## src/fspa_pkg.sv

```systemverilog
/*
  Constants shared by both ends of the flash self-programming sequencer:
  address geometry, control-register bit layout, timing counts and the
  controller's register map.
  Assumes a single 20 MHz clock and a 15-bit flash word address.
*/
// Overview of operation
// - boot fuse pair selects boot section start
// - 0x0000-0x6FFF blocked, 0x7000-0x7FFF stays readable
// - flash word address is fifteen bits wide
// - page holds 128 words, word bits 6:0
// - page number comes from pointer bits 15:8
// - pointer bits 7:1 pick slot; zero for write
// - pointer bit 0 zero; byte select for loads
// - during erase/write only readable region answers
// - erase or write command acts on store
// - enable alone loads data word into buffer
// - busy flag blocks reads until re-enable issued
// - poll enable bit clear before next command
// - wait for EEPROM write busy clear first
// - control write and store stay uninterrupted
// - store must follow within four cycles
// - busy flag holds while region busy or blocked
package fspa_pkg;

  localparam int PC_W = 15;
  localparam int PC_TOP = 14;
  localparam int PAGE_WORDS = 128;
  localparam int WORD_W = 7;
  localparam int PAGE_W = 8;
  localparam int PTR_W = 16;
  localparam int PTR_PAGE_LO = 8;
  localparam int PTR_PAGE_HI = 15;
  localparam int PTR_WORD_LO = 1;
  localparam int PTR_WORD_HI = 7;
  localparam int PTR_BYTE_SEL = 0;

  localparam logic [PC_W-1:0] BLOCKED_END = 15'h6fff;
  localparam logic [PC_W-1:0] READABLE_START = 15'h7000;
  localparam int BLOCKED_PAGES = 224;
  localparam int READABLE_PAGES = 32;

  localparam logic [PC_W-1:0] BOOT_START_512 = 15'h7e00;
  localparam logic [PC_W-1:0] BOOT_START_1K = 15'h7c00;
  localparam logic [PC_W-1:0] BOOT_START_2K = 15'h7800;
  localparam logic [PC_W-1:0] BOOT_START_4K = 15'h7000;

  // control register bit positions
  localparam int CTL_EN = 0;
  localparam int CTL_ERASE = 1;
  localparam int CTL_WRITE = 2;
  localparam int CTL_REEN = 4;
  localparam int CTL_BUSY = 6;
  localparam logic [7:0] CTL_RESET = 8'h00;

  localparam int WIN_CYCLES = 4;
  localparam int CLK_MHZ = 20;
  localparam int OP_TIME_US = 3700;
  localparam int OP_CYCLES = OP_TIME_US * CLK_MHZ;

  // controller registers, byte addresses
  localparam logic [7:0] REG_CMD = 8'h00;
  localparam logic [7:0] REG_PTR = 8'h04;
  localparam logic [7:0] REG_DATA = 8'h08;
  localparam logic [7:0] REG_STATUS = 8'h0c;
  localparam logic [7:0] REG_MASK = 8'h10;
  localparam logic [7:0] REG_RDADDR = 8'h14;
  localparam logic [7:0] REG_RDDATA = 8'h18;
  localparam logic [7:0] REG_BOOT = 8'h1c;

  localparam int ST_DONE = 0;
  localparam int ST_REFUSED = 1;
  localparam int ST_RDDONE = 2;
  localparam int ST_W = 3;

endpackage : fspa_pkg

```

## src/fspa_if.sv

```systemverilog
/*
  Link between the boot-loader controller and the sequencer.
  Assumes both ends share clk_i; all signals are synchronous to it.
*/
`timescale 1ns/10ps
interface fspa_if;
  import fspa_pkg::*;
  logic ctl_wr;
  logic [7:0] ctl_wdata;
  logic [7:0] ctl_rdata;
  logic store;
  logic [PTR_W-1:0] ptr;
  logic [15:0] data_word;
  logic ee_busy;
  logic rd_en;
  logic [PC_W-1:0] rd_addr;
  logic rd_valid;
  logic rd_blocked;
  logic [15:0] rd_data;
  logic [PC_W-1:0] boot_start;

  modport dev (
    input ctl_wr, ctl_wdata, store, ptr, data_word, rd_en, rd_addr,
    output ctl_rdata, ee_busy, rd_valid, rd_blocked, rd_data, boot_start
  );
  modport host (
    output ctl_wr, ctl_wdata, store, ptr, data_word, rd_en, rd_addr,
    input ctl_rdata, ee_busy, rd_valid, rd_blocked, rd_data, boot_start
  );
endinterface : fspa_if

```

## src/fspa_dev.sv

```systemverilog
/*
  Flash self-programming sequencer, device end: control register, timed
  store window, temporary page buffer, page erase/write toward the array
  and read gating of the blocked region.
  Assumes the flash array answers fl_rdata_i combinationally to
  fl_raddr_o and accepts one word per cycle while fl_wr_o is high.
*/
`timescale 1ns/10ps
module fspa_dev #(
  parameter int unsigned OP_CYCLES = fspa_pkg::OP_CYCLES
) (
  input wire logic clk_i,
  input wire logic rst_i,
  fspa_if.dev link,
  input wire logic [1:0] boot_size_i,
  input wire logic ee_busy_i,
  output logic fl_erase_o,
  output logic fl_wr_o,
  output logic [fspa_pkg::PAGE_W-1:0] fl_page_o,
  output logic [fspa_pkg::WORD_W-1:0] fl_word_o,
  output logic [15:0] fl_wdata_o,
  output logic [fspa_pkg::PC_W-1:0] fl_raddr_o,
  input wire logic [15:0] fl_rdata_i
);
  import fspa_pkg::*;

  typedef enum logic [2:0] {
    D_IDLE,
    D_ARMED,
    D_PROG,
    D_WAIT
  } fspa_dstate_t;

  fspa_dstate_t st;
  logic [7:0] cmd;
  logic busy_flag;
  logic [2:0] win;
  logic [WORD_W-1:0] idx;
  logic [16:0] tmr;
  logic [PAGE_W-1:0] page;
  logic [15:0] page_buf [PAGE_WORDS];

  ////////////////////////////////////////////////////////////////////////
  // address fields

  wire [PAGE_W-1:0] ptr_page = link.ptr[PTR_PAGE_HI:PTR_PAGE_LO];
  wire [WORD_W-1:0] ptr_word = link.ptr[PTR_WORD_HI:PTR_WORD_LO];
  wire ptr_odd = link.ptr[PTR_BYTE_SEL];
  wire [PC_W-1:0] boot_start_sel =
    (boot_size_i == 2'h3) ? BOOT_START_512 :
    (boot_size_i == 2'h2) ? BOOT_START_1K :
    (boot_size_i == 2'h1) ? BOOT_START_2K : BOOT_START_4K;

  ////////////////////////////////////////////////////////////////////////
  // command decode

  // an eeprom write in progress locks the control register out
  wire ctl_take = link.ctl_wr && !ee_busy_i && (st == D_IDLE || st == D_ARMED);
  // store with an odd pointer is dropped like a late one
  wire store_ok = (st == D_ARMED) && link.store && !ptr_odd;
  wire do_erase = store_ok && cmd[CTL_ERASE];
  wire do_write = store_ok && !cmd[CTL_ERASE] && cmd[CTL_WRITE];
  wire do_reen = store_ok && !cmd[CTL_ERASE] && !cmd[CTL_WRITE] && cmd[CTL_REEN];
  wire do_fill = store_ok && !cmd[CTL_ERASE] && !cmd[CTL_WRITE] && !cmd[CTL_REEN];
  wire win_expire = (st == D_ARMED) && !store_ok && (win == 3'h1);
  wire prog_last = (st == D_PROG) && (idx == WORD_W'(PAGE_WORDS - 1));
  wire op_done = (st == D_WAIT) && (tmr == 17'h00000);
  wire ctl_clear = do_reen || do_fill || win_expire || op_done;
  wire [7:0] next_cmd = ctl_take ? (link.ctl_wdata[CTL_EN] ? link.ctl_wdata : CTL_RESET) :
    ctl_clear ? CTL_RESET : cmd;
  // readback shows the flag as it will stand, so busy never lags an erase or write start
  wire next_busy = (do_erase || do_write) ? 1'b1 : do_reen ? 1'b0 : busy_flag;
  logic [7:0] next_view;

  always_comb begin
    next_view = next_cmd;
    next_view[CTL_BUSY] = next_busy;
  end

  ////////////////////////////////////////////////////////////////////////
  // sequencer state

  always_ff @(posedge clk_i) begin
    if (rst_i) begin
      st <= D_IDLE;
    end else if (ctl_take) begin
      st <= link.ctl_wdata[CTL_EN] ? D_ARMED : D_IDLE;
    end else if (do_erase) begin
      st <= D_WAIT;
    end else if (do_write) begin
      st <= D_PROG;
    end else if (do_reen || do_fill || win_expire) begin
      st <= D_IDLE;
    end else if (prog_last) begin
      st <= D_WAIT;
    end else if (op_done) begin
      st <= D_IDLE;
    end
  end

  // control bits; enable stays high until the operation ends
  always_ff @(posedge clk_i) begin
    if (rst_i) begin
      cmd <= CTL_RESET;
    end else if (ctl_take) begin
      cmd <= link.ctl_wdata[CTL_EN] ? link.ctl_wdata : CTL_RESET;
    end else if (do_reen || do_fill || win_expire || op_done) begin
      cmd <= CTL_RESET;
    end
  end

  always_ff @(posedge clk_i) begin
    if (rst_i) begin
      win <= 3'h0;
    end else if (ctl_take) begin
      win <= 3'(WIN_CYCLES);
    end else if (st == D_ARMED && win != 3'h0) begin
      win <= win - 3'h1;
    end
  end

  // set on erase/write start, cleared only by a re-enable when idle
  always_ff @(posedge clk_i) begin
    if (rst_i) begin
      busy_flag <= 1'b0;
    end else if (do_erase || do_write) begin
      busy_flag <= 1'b1;
    end else if (do_reen) begin
      busy_flag <= 1'b0;
    end
  end

  ////////////////////////////////////////////////////////////////////////
  // temporary page buffer

  always_ff @(posedge clk_i) begin
    if (do_fill) begin
      page_buf[ptr_word] <= link.data_word;
    end
  end

  ////////////////////////////////////////////////////////////////////////
  // flash array side

  always_ff @(posedge clk_i) begin
    if (rst_i) begin
      page <= '0;
    end else if (do_erase || do_write) begin
      page <= ptr_page;
    end
  end

  always_ff @(posedge clk_i) begin
    if (rst_i) begin
      fl_erase_o <= 1'b0;
    end else begin
      fl_erase_o <= do_erase;
    end
  end

  always_ff @(posedge clk_i) begin
    if (rst_i) begin
      idx <= '0;
    end else if (do_write) begin
      idx <= '0;
    end else if (st == D_PROG) begin
      idx <= idx + WORD_W'(1);
    end
  end

  // one buffered word per cycle into the selected page
  always_ff @(posedge clk_i) begin
    if (rst_i) begin
      fl_wr_o <= 1'b0;
      fl_word_o <= '0;
      fl_wdata_o <= 16'h0000;
    end else begin
      fl_wr_o <= (st == D_PROG);
      fl_word_o <= idx;
      fl_wdata_o <= page_buf[idx];
    end
  end

  // erase/write busy time, counted after the page is handed over
  always_ff @(posedge clk_i) begin
    if (rst_i) begin
      tmr <= 17'h00000;
    end else if (do_erase || prog_last) begin
      tmr <= 17'(OP_CYCLES - 1);
    end else if (st == D_WAIT && tmr != 17'h00000) begin
      tmr <= tmr - 17'h00001;
    end
  end

  assign fl_page_o = page;

  ////////////////////////////////////////////////////////////////////////
  // reads and fetches

  // blocked region gives no data while busy, readable region always does
  wire rd_in_blocked = (link.rd_addr <= BLOCKED_END);
  wire rd_refuse = rd_in_blocked && busy_flag;

  assign fl_raddr_o = link.rd_addr;

  always_ff @(posedge clk_i) begin
    if (rst_i) begin
      link.rd_valid <= 1'b0;
      link.rd_blocked <= 1'b0;
      link.rd_data <= 16'h0000;
    end else begin
      link.rd_valid <= link.rd_en;
      if (link.rd_en) begin
        link.rd_blocked <= rd_refuse;
        link.rd_data <= rd_refuse ? 16'h0000 : fl_rdata_i;
      end
    end
  end

  ////////////////////////////////////////////////////////////////////////
  // status toward the controller

  always_ff @(posedge clk_i) begin
    if (rst_i) begin
      link.ctl_rdata <= CTL_RESET;
      link.ee_busy <= 1'b0;
      link.boot_start <= BOOT_START_4K;
    end else begin
      link.ctl_rdata <= next_view;
      link.ee_busy <= ee_busy_i;
      link.boot_start <= boot_start_sel;
    end
  end

endmodule : fspa_dev

```

## src/flat_wrapper.sv

```systemverilog
// flat-port wrapper written by rule: the top's interface ports become plain ports
module fspa_dev_flat import fspa_pkg::*;
#(
  parameter int unsigned OP_CYCLES = fspa_pkg::OP_CYCLES
)
  (clk_i, rst_i, boot_size_i, ee_busy_i, fl_erase_o, fl_wr_o, fl_page_o, fl_word_o, fl_wdata_o, fl_raddr_o, fl_rdata_i, link_ctl_wr, link_ctl_wdata, link_store, link_ptr, link_data_word, link_rd_en, link_rd_addr, link_ctl_rdata, link_ee_busy, link_rd_valid, link_rd_blocked, link_rd_data, link_boot_start);
  fspa_if link_i ();
  input wire logic clk_i;
  input wire logic rst_i;
  input wire logic [1:0] boot_size_i;
  input wire logic ee_busy_i;
  output logic fl_erase_o;
  output logic fl_wr_o;
  output logic [fspa_pkg::PAGE_W-1:0] fl_page_o;
  output logic [fspa_pkg::WORD_W-1:0] fl_word_o;
  output logic [15:0] fl_wdata_o;
  output logic [fspa_pkg::PC_W-1:0] fl_raddr_o;
  input wire logic [15:0] fl_rdata_i;
  input wire logic [$bits(link_i.ctl_wr)-1:0] link_ctl_wr;
  input wire logic [$bits(link_i.ctl_wdata)-1:0] link_ctl_wdata;
  input wire logic [$bits(link_i.store)-1:0] link_store;
  input wire logic [$bits(link_i.ptr)-1:0] link_ptr;
  input wire logic [$bits(link_i.data_word)-1:0] link_data_word;
  input wire logic [$bits(link_i.rd_en)-1:0] link_rd_en;
  input wire logic [$bits(link_i.rd_addr)-1:0] link_rd_addr;
  output wire logic [$bits(link_i.ctl_rdata)-1:0] link_ctl_rdata;
  output wire logic [$bits(link_i.ee_busy)-1:0] link_ee_busy;
  output wire logic [$bits(link_i.rd_valid)-1:0] link_rd_valid;
  output wire logic [$bits(link_i.rd_blocked)-1:0] link_rd_blocked;
  output wire logic [$bits(link_i.rd_data)-1:0] link_rd_data;
  output wire logic [$bits(link_i.boot_start)-1:0] link_boot_start;
  assign link_i.ctl_wr = link_ctl_wr;
  assign link_i.ctl_wdata = link_ctl_wdata;
  assign link_i.store = link_store;
  assign link_i.ptr = link_ptr;
  assign link_i.data_word = link_data_word;
  assign link_i.rd_en = link_rd_en;
  assign link_i.rd_addr = link_rd_addr;
  assign link_ctl_rdata = link_i.ctl_rdata;
  assign link_ee_busy = link_i.ee_busy;
  assign link_rd_valid = link_i.rd_valid;
  assign link_rd_blocked = link_i.rd_blocked;
  assign link_rd_data = link_i.rd_data;
  assign link_boot_start = link_i.boot_start;
  fspa_dev #(.OP_CYCLES(OP_CYCLES)) u_core (.clk_i(clk_i), .rst_i(rst_i), .link(link_i), .boot_size_i(boot_size_i), .ee_busy_i(ee_busy_i), .fl_erase_o(fl_erase_o), .fl_wr_o(fl_wr_o), .fl_page_o(fl_page_o), .fl_word_o(fl_word_o), .fl_wdata_o(fl_wdata_o), .fl_raddr_o(fl_raddr_o), .fl_rdata_i(fl_rdata_i));
endmodule
```

## config.mk

```make
export PLATFORM = sky130hd
export DESIGN_NAME = fspa_dev_flat
export DESIGN_NICKNAME = d
export VERILOG_FILES = /design/src/fspa_pkg.sv /design/src/fspa_if.sv /design/src/fspa_dev.sv /design/src/flat_wrapper.sv
export SDC_FILE = /design/constraint.sdc
export NUM_CORES = 2
export LEC_CHECK = 0
export BUFFER_PORTS_ARGS = -buffer_cell sky130_fd_sc_hd__buf_2
export CAP_MARGIN = 20
export CORE_MARGIN = 4
export CORE_UTILIZATION = 42
export CTS_CLUSTER_DIAMETER = 40
export DETAILED_ROUTE_END_ITERATION = 12
export GPL_TIMING_DRIVEN = 0
export PLACE_DENSITY = 0.59
export SETUP_SLACK_MARGIN = 0.02
export SYNTH_ARGS = -nofsm -noshare
export SYNTH_HDL_FRONTEND = slang
export SYNTH_SLANG_ARGS = --single-unit
```

## constraint.sdc

```tcl
create_clock -name clk_i -period 8.3 [get_ports clk_i]
set_input_delay 0.415 -clock clk_i [delete_from_list [all_inputs] [get_ports clk_i]]
set_output_delay 0.415 -clock clk_i [all_outputs]
set_load 0.05 [all_outputs]
```

==> summary by stage <==
Critical path
In this run the critical register-to-register path is captured at u_core.fl_wdata_o[8]. Among cell families on the critical path, the largest total delay comes from buffers and inverters. The critical path starts at u_core.idx[3]. Counting cells, the worst reg-to-reg path comes to 7.

Among the stages of the critical path, the cell type that occurs most often is sky130_fd_sc_hd__clkbuf_1. STA puts the critical path data arrival time at 6.14 ns. The sum of buffers and inverters on the critical path is 4.

The maximum fanout along the worst path is 10. The number of cells on the critical path is 7. Walking the worst path, the cells encountered are clkbuf_1 > buf_2 > clkbuf_1 > clkbuf_1 > a211oi_1 > nor3_1 > o22ai_1.

The worst register-to-register path begins at u_core.idx[3]. In this design, the stage delay of the slowest critical-path cell is 0.95 ns. At the worst endpoint, the required time is 8.92 ns.

The most critical setup path has its endpoint at u_core.fl_wdata_o[8]. The worst-case register-to-register setup slack is 2.78 ns. STA classifies the critical path startpoint as a flip-flop. The critical path class is reg -> reg. The worst setup path is captured at a flip-flop.

For this design, the slowest cell found on the critical path is sky130_fd_sc_hd__clkbuf_1.

Drt
After detailed routing, the total wire length is 241600 um. Detailed routing placed a total of 111500 um of wire on met2. The routed layout has 44924 vias.

The length of routed met3 wiring is 21200 um. The post-detailed-route wirelength per cell is 31.50 um. Signal routing reaches up to met5.

The violation count after the first detailed-route iteration is 5823. The number of design rule violations left after detail routing is 0. The post-route met1 wirelength is 96560 um. Before antenna repair, the detailed router went through 6 iterations. The detailed-route vias per instance is 5.858. The count of nets left with antenna violations after detail routing is 0.

Finish
In the layout the commonest cells are sky130_fd_sc_hd__edfxtp_1, sky130_fd_sc_hd__mux4_2, sky130_fd_sc_hd__clkbuf_16. The number of nets at the end of the flow is 4893. The fill cell instance count of the final layout is 15551.

The post-route netlist has 29.75% of its cells at a drive strength greater than 1. The number of cells in the finished layout apart from fillers is 7669. Leaving out fill and tap cells, the most frequent cell in the layout is sky130_fd_sc_hd__edfxtp_1. The area added between synthesis and finish is 21.57%.

Yosys
By area the synthesized netlist is led by sky130_fd_sc_hd__edfxtp_1, sky130_fd_sc_hd__mux4_2, sky130_fd_sc_hd__mux2i_1. The number of flops mapped to enable cells by yosys is 2048. The mean area per synthesized cell is 20.04 sq um.

Synthesis produced 4129 cells. The number of library cell types mapped by synthesis is 68. After synthesis, the largest area contributor takes up 74.34% of total cell area. The number of warnings issued by yosys is 0. Sequential cells were found to cover 76.56% of the synthesized design area. For this run, the leading register cell type out of synthesis is sky130_fd_sc_hd__edfxtp_1.

Of all flip-flops after synthesis, the portion carrying an async set or reset was 0%. The combined area of all synthesized cells is 82730 sq um. The synthesized design spends more area on one cell type than any other, namely sky130_fd_sc_hd__edfxtp_1. After synthesis the netlist holds a flip-flop and latch count of 2140.

Clocking
The number of clock buffers inserted by TritonCTS is 312. In this run the clock root is driven by a sky130_fd_sc_hd__clkbuf_16. The total of hold buffers inserted after clock tree synthesis is 48. The latest clock arrival within the worst-skew pair is 0.92 ns. The number of sinks handled by clock tree synthesis is 2140. The clock passes through at most 4 buffers. The post-CTS setup repair buffer count is 0.

The level count of the clock H-tree is 5. Clock-pin slew was measured on the worst setup and hold paths at 0.06 ns. TritonCTS built the clock tree. After clock tree synthesis, the repair step resized 0 gates.

Floorplan
The top-level port count is 169. The initial utilization of the core area, before any placement, comes to 42.34%. The count of standard-cell rows is 162. The die is 451.8 um wide. After floorplanning, the core was sized to cover 195400 sq um. The die is 451.8 um tall. The die area is 204100 sq um.

Outcome
The run finished with clean final reports.

GRT
The number of antenna violations at the first check in global routing is 15. Across every metal layer, demand over resource in global routing totals 23.37%. The pin count of the biggest net entering global routing is 105. The overall overflow remaining after global route is 0. The first global-routing pass estimated 337100 um of wire. The via count of the first global-routing pass is 44513.

STA
Setup repair after global routing left no endpoint under its margin. The number of hold violations in the final report came to 0. For the final routed database, the setup TNS stands at 0 ns.

For this run, the top clock speed supported by timing is 0.1812 GHz. The smallest clock period supported by the final layout is computed as 5.518 ns. The headroom to the max-slew limit is 15.63%. Clock skew on the completed layout was measured at 0.04745 ns.

The final-report max-slew violation count is 0. The final cycle utilization of the critical path is 66.48%. On the final layout, the worst hold slack is 0.04673 ns. The transition at the pin with the smallest max-transition slack is 1.262 ns. The final-report setup violation count is 0.

Flow run
The count of maximum capacitance violations is 0.

Worst hold path
In this run the worst hold path is classified as in -> reg.

Power
Summed over all cells, the static leakage comes to 0.03206 uW. IR analysis of the VDD net gives a maximum drop of 232.6 uV. For this design the ratio of total power to cell area is 249.6 nW/um^2.

Placed design
The post-DP HPWL is 163900 um. The congestion estimate from routability-driven global placement came to 0.9382. Once placement completed, the tool counted placed cells totaling 7069. The count of input and output buffers is 141.
==> state kept, by name, summed over array words and instances (netlist names) <==
| register | flops |
|---|---|
| u_core.link.ee_busy | 1 |
| u_core.idx | 7 |
| u_core.st | 2 |
| u_core.cmd | 7 |
| u_core.fl_wr_o | 1 |
| u_core.fl_erase_o | 1 |
| u_core.page_buf | 2048 |
| u_core.fl_page_o | 8 |
| u_core.win | 3 |
| u_core.link.rd_blocked | 1 |
| u_core.fl_word_o | 7 |
| u_core.link.rd_valid | 1 |
| u_core.link.rd_data | 16 |
| u_core.link.ctl_rdata | 1 |
| u_core.tmr | 17 |
| u_core.fl_wdata_o | 16 |
| u_core.link.boot_start | 3 |
==> routing by layer <==
metal | track usage (%) | vias to the layer above
li1 | - | 18424
met4 | 10.89 | 4
met3 | 5.132 | 528
met5 | 0 | -
met2 | 36.04 | 2442
met1 | 31.92 | 23526
==> logic make-up (layout without fill, tap and decap cells) <==
family,Yosys count,after routing,share of synthesized area (%)
DFF,2140,2140,76.56
muxes,702,702,14.83
and+or+nand+nor,587,587,3.168
AOI/OAI and AO/OA,399,399,3.280
buffers and inverters,273,1173,1.842
xor gates and xnor gates,20,20,0.2117
adders and majority gates,6,6,0.09074
other,2,18,0.009078
==> worst register-to-register path, cell delays in order (launching register included) <==
cell and delay [ns]:
sky130_fd_sc_hd__dfxtp_1 0.54, sky130_fd_sc_hd__clkbuf_1 0.66, sky130_fd_sc_hd__buf_2 0.59, sky130_fd_sc_hd__clkbuf_1 0.69, sky130_fd_sc_hd__clkbuf_1 0.95, sky130_fd_sc_hd__a211oi_1 0.37, sky130_fd_sc_hd__nor3_1 0.92, sky130_fd_sc_hd__o22ai_1 0.50
==> final cells by class <==
class / count / area, sq um / share of cell area [%]
clock inverter: 194 / 2052 / 2.040
buffer: 262 / 1483 / 1.474
inverter: 11 / 41.29 / 0.04105
sequential: 2140 / 63340 / 62.98
antenna: 6 / 15.01 / 0.01493
multi-input combinational: 1726 / 18220 / 18.12
tap: 2624 / 3283 / 3.264
clock buffer: 351 / 8092 / 8.045
timing repair buffer: 355 / 4049 / 4.026
==> report_power, final <==
part | total, uW | leakage, uW | internal [uW] | switching, uW
Sequential | 11800 | 0.0192 | 11800 | 5.23
Combinational | 417 | 0.00802 | 93.2 | 324
Clock | 12800 | 0.00489 | 8000 | 4850
Total | 25100 | 0.0321 | 19900 | 5180
==> cell usage after synthesis (all sizes together) (10+ instances only) <==
cell type / count
nand3: 14
nor3: 63
inv: 10
buf: 173
mux4: 419
nor2b: 30
and3: 29
nor2: 262
o211ai: 16
o21ai: 32
dfxtp: 92
a22oi: 20
xnor2: 13
o22ai: 90
a31oi: 15
nand2b: 13
clkbuf: 89
o221ai: 93
edfxtp: 2048
nand2: 138
mux2i: 280
a21oi: 100
==> worst min-delay path by stage <==
stage	start	endpoint	slack, ns	cells after the start
floorplan	u_core.tmr[11]	u_core.tmr[11]	0.44	2
global placement	u_core.tmr[11]	u_core.tmr[11]	0.45	2
detailed placement	u_core.tmr[11]	u_core.tmr[11]	0.47	2
CTS	link_data_word[15]	u_core.page_buf[40][15]	0.009	1
global route	link_data_word[15]	u_core.page_buf[46][15]	0.04	1
finish	link_data_word[15]	u_core.page_buf[47][15]	0.05	1
==> metrics by stage <==
stage	setup slack (ns)	total power (uW)	util (%)	cell area, sq um
after floorplan	5.562	12180	-	82770
after global placement	3.308	12430	44.40	86760
after detailed placement	3.275	12460	46.03	89930
after CTS	3.255	25260	51.46	100600
after global routing	3.100	25760	51.47	100600
final	2.782	25110	51.47	100600
No activity file was read; power rests on OpenSTA's default activity.
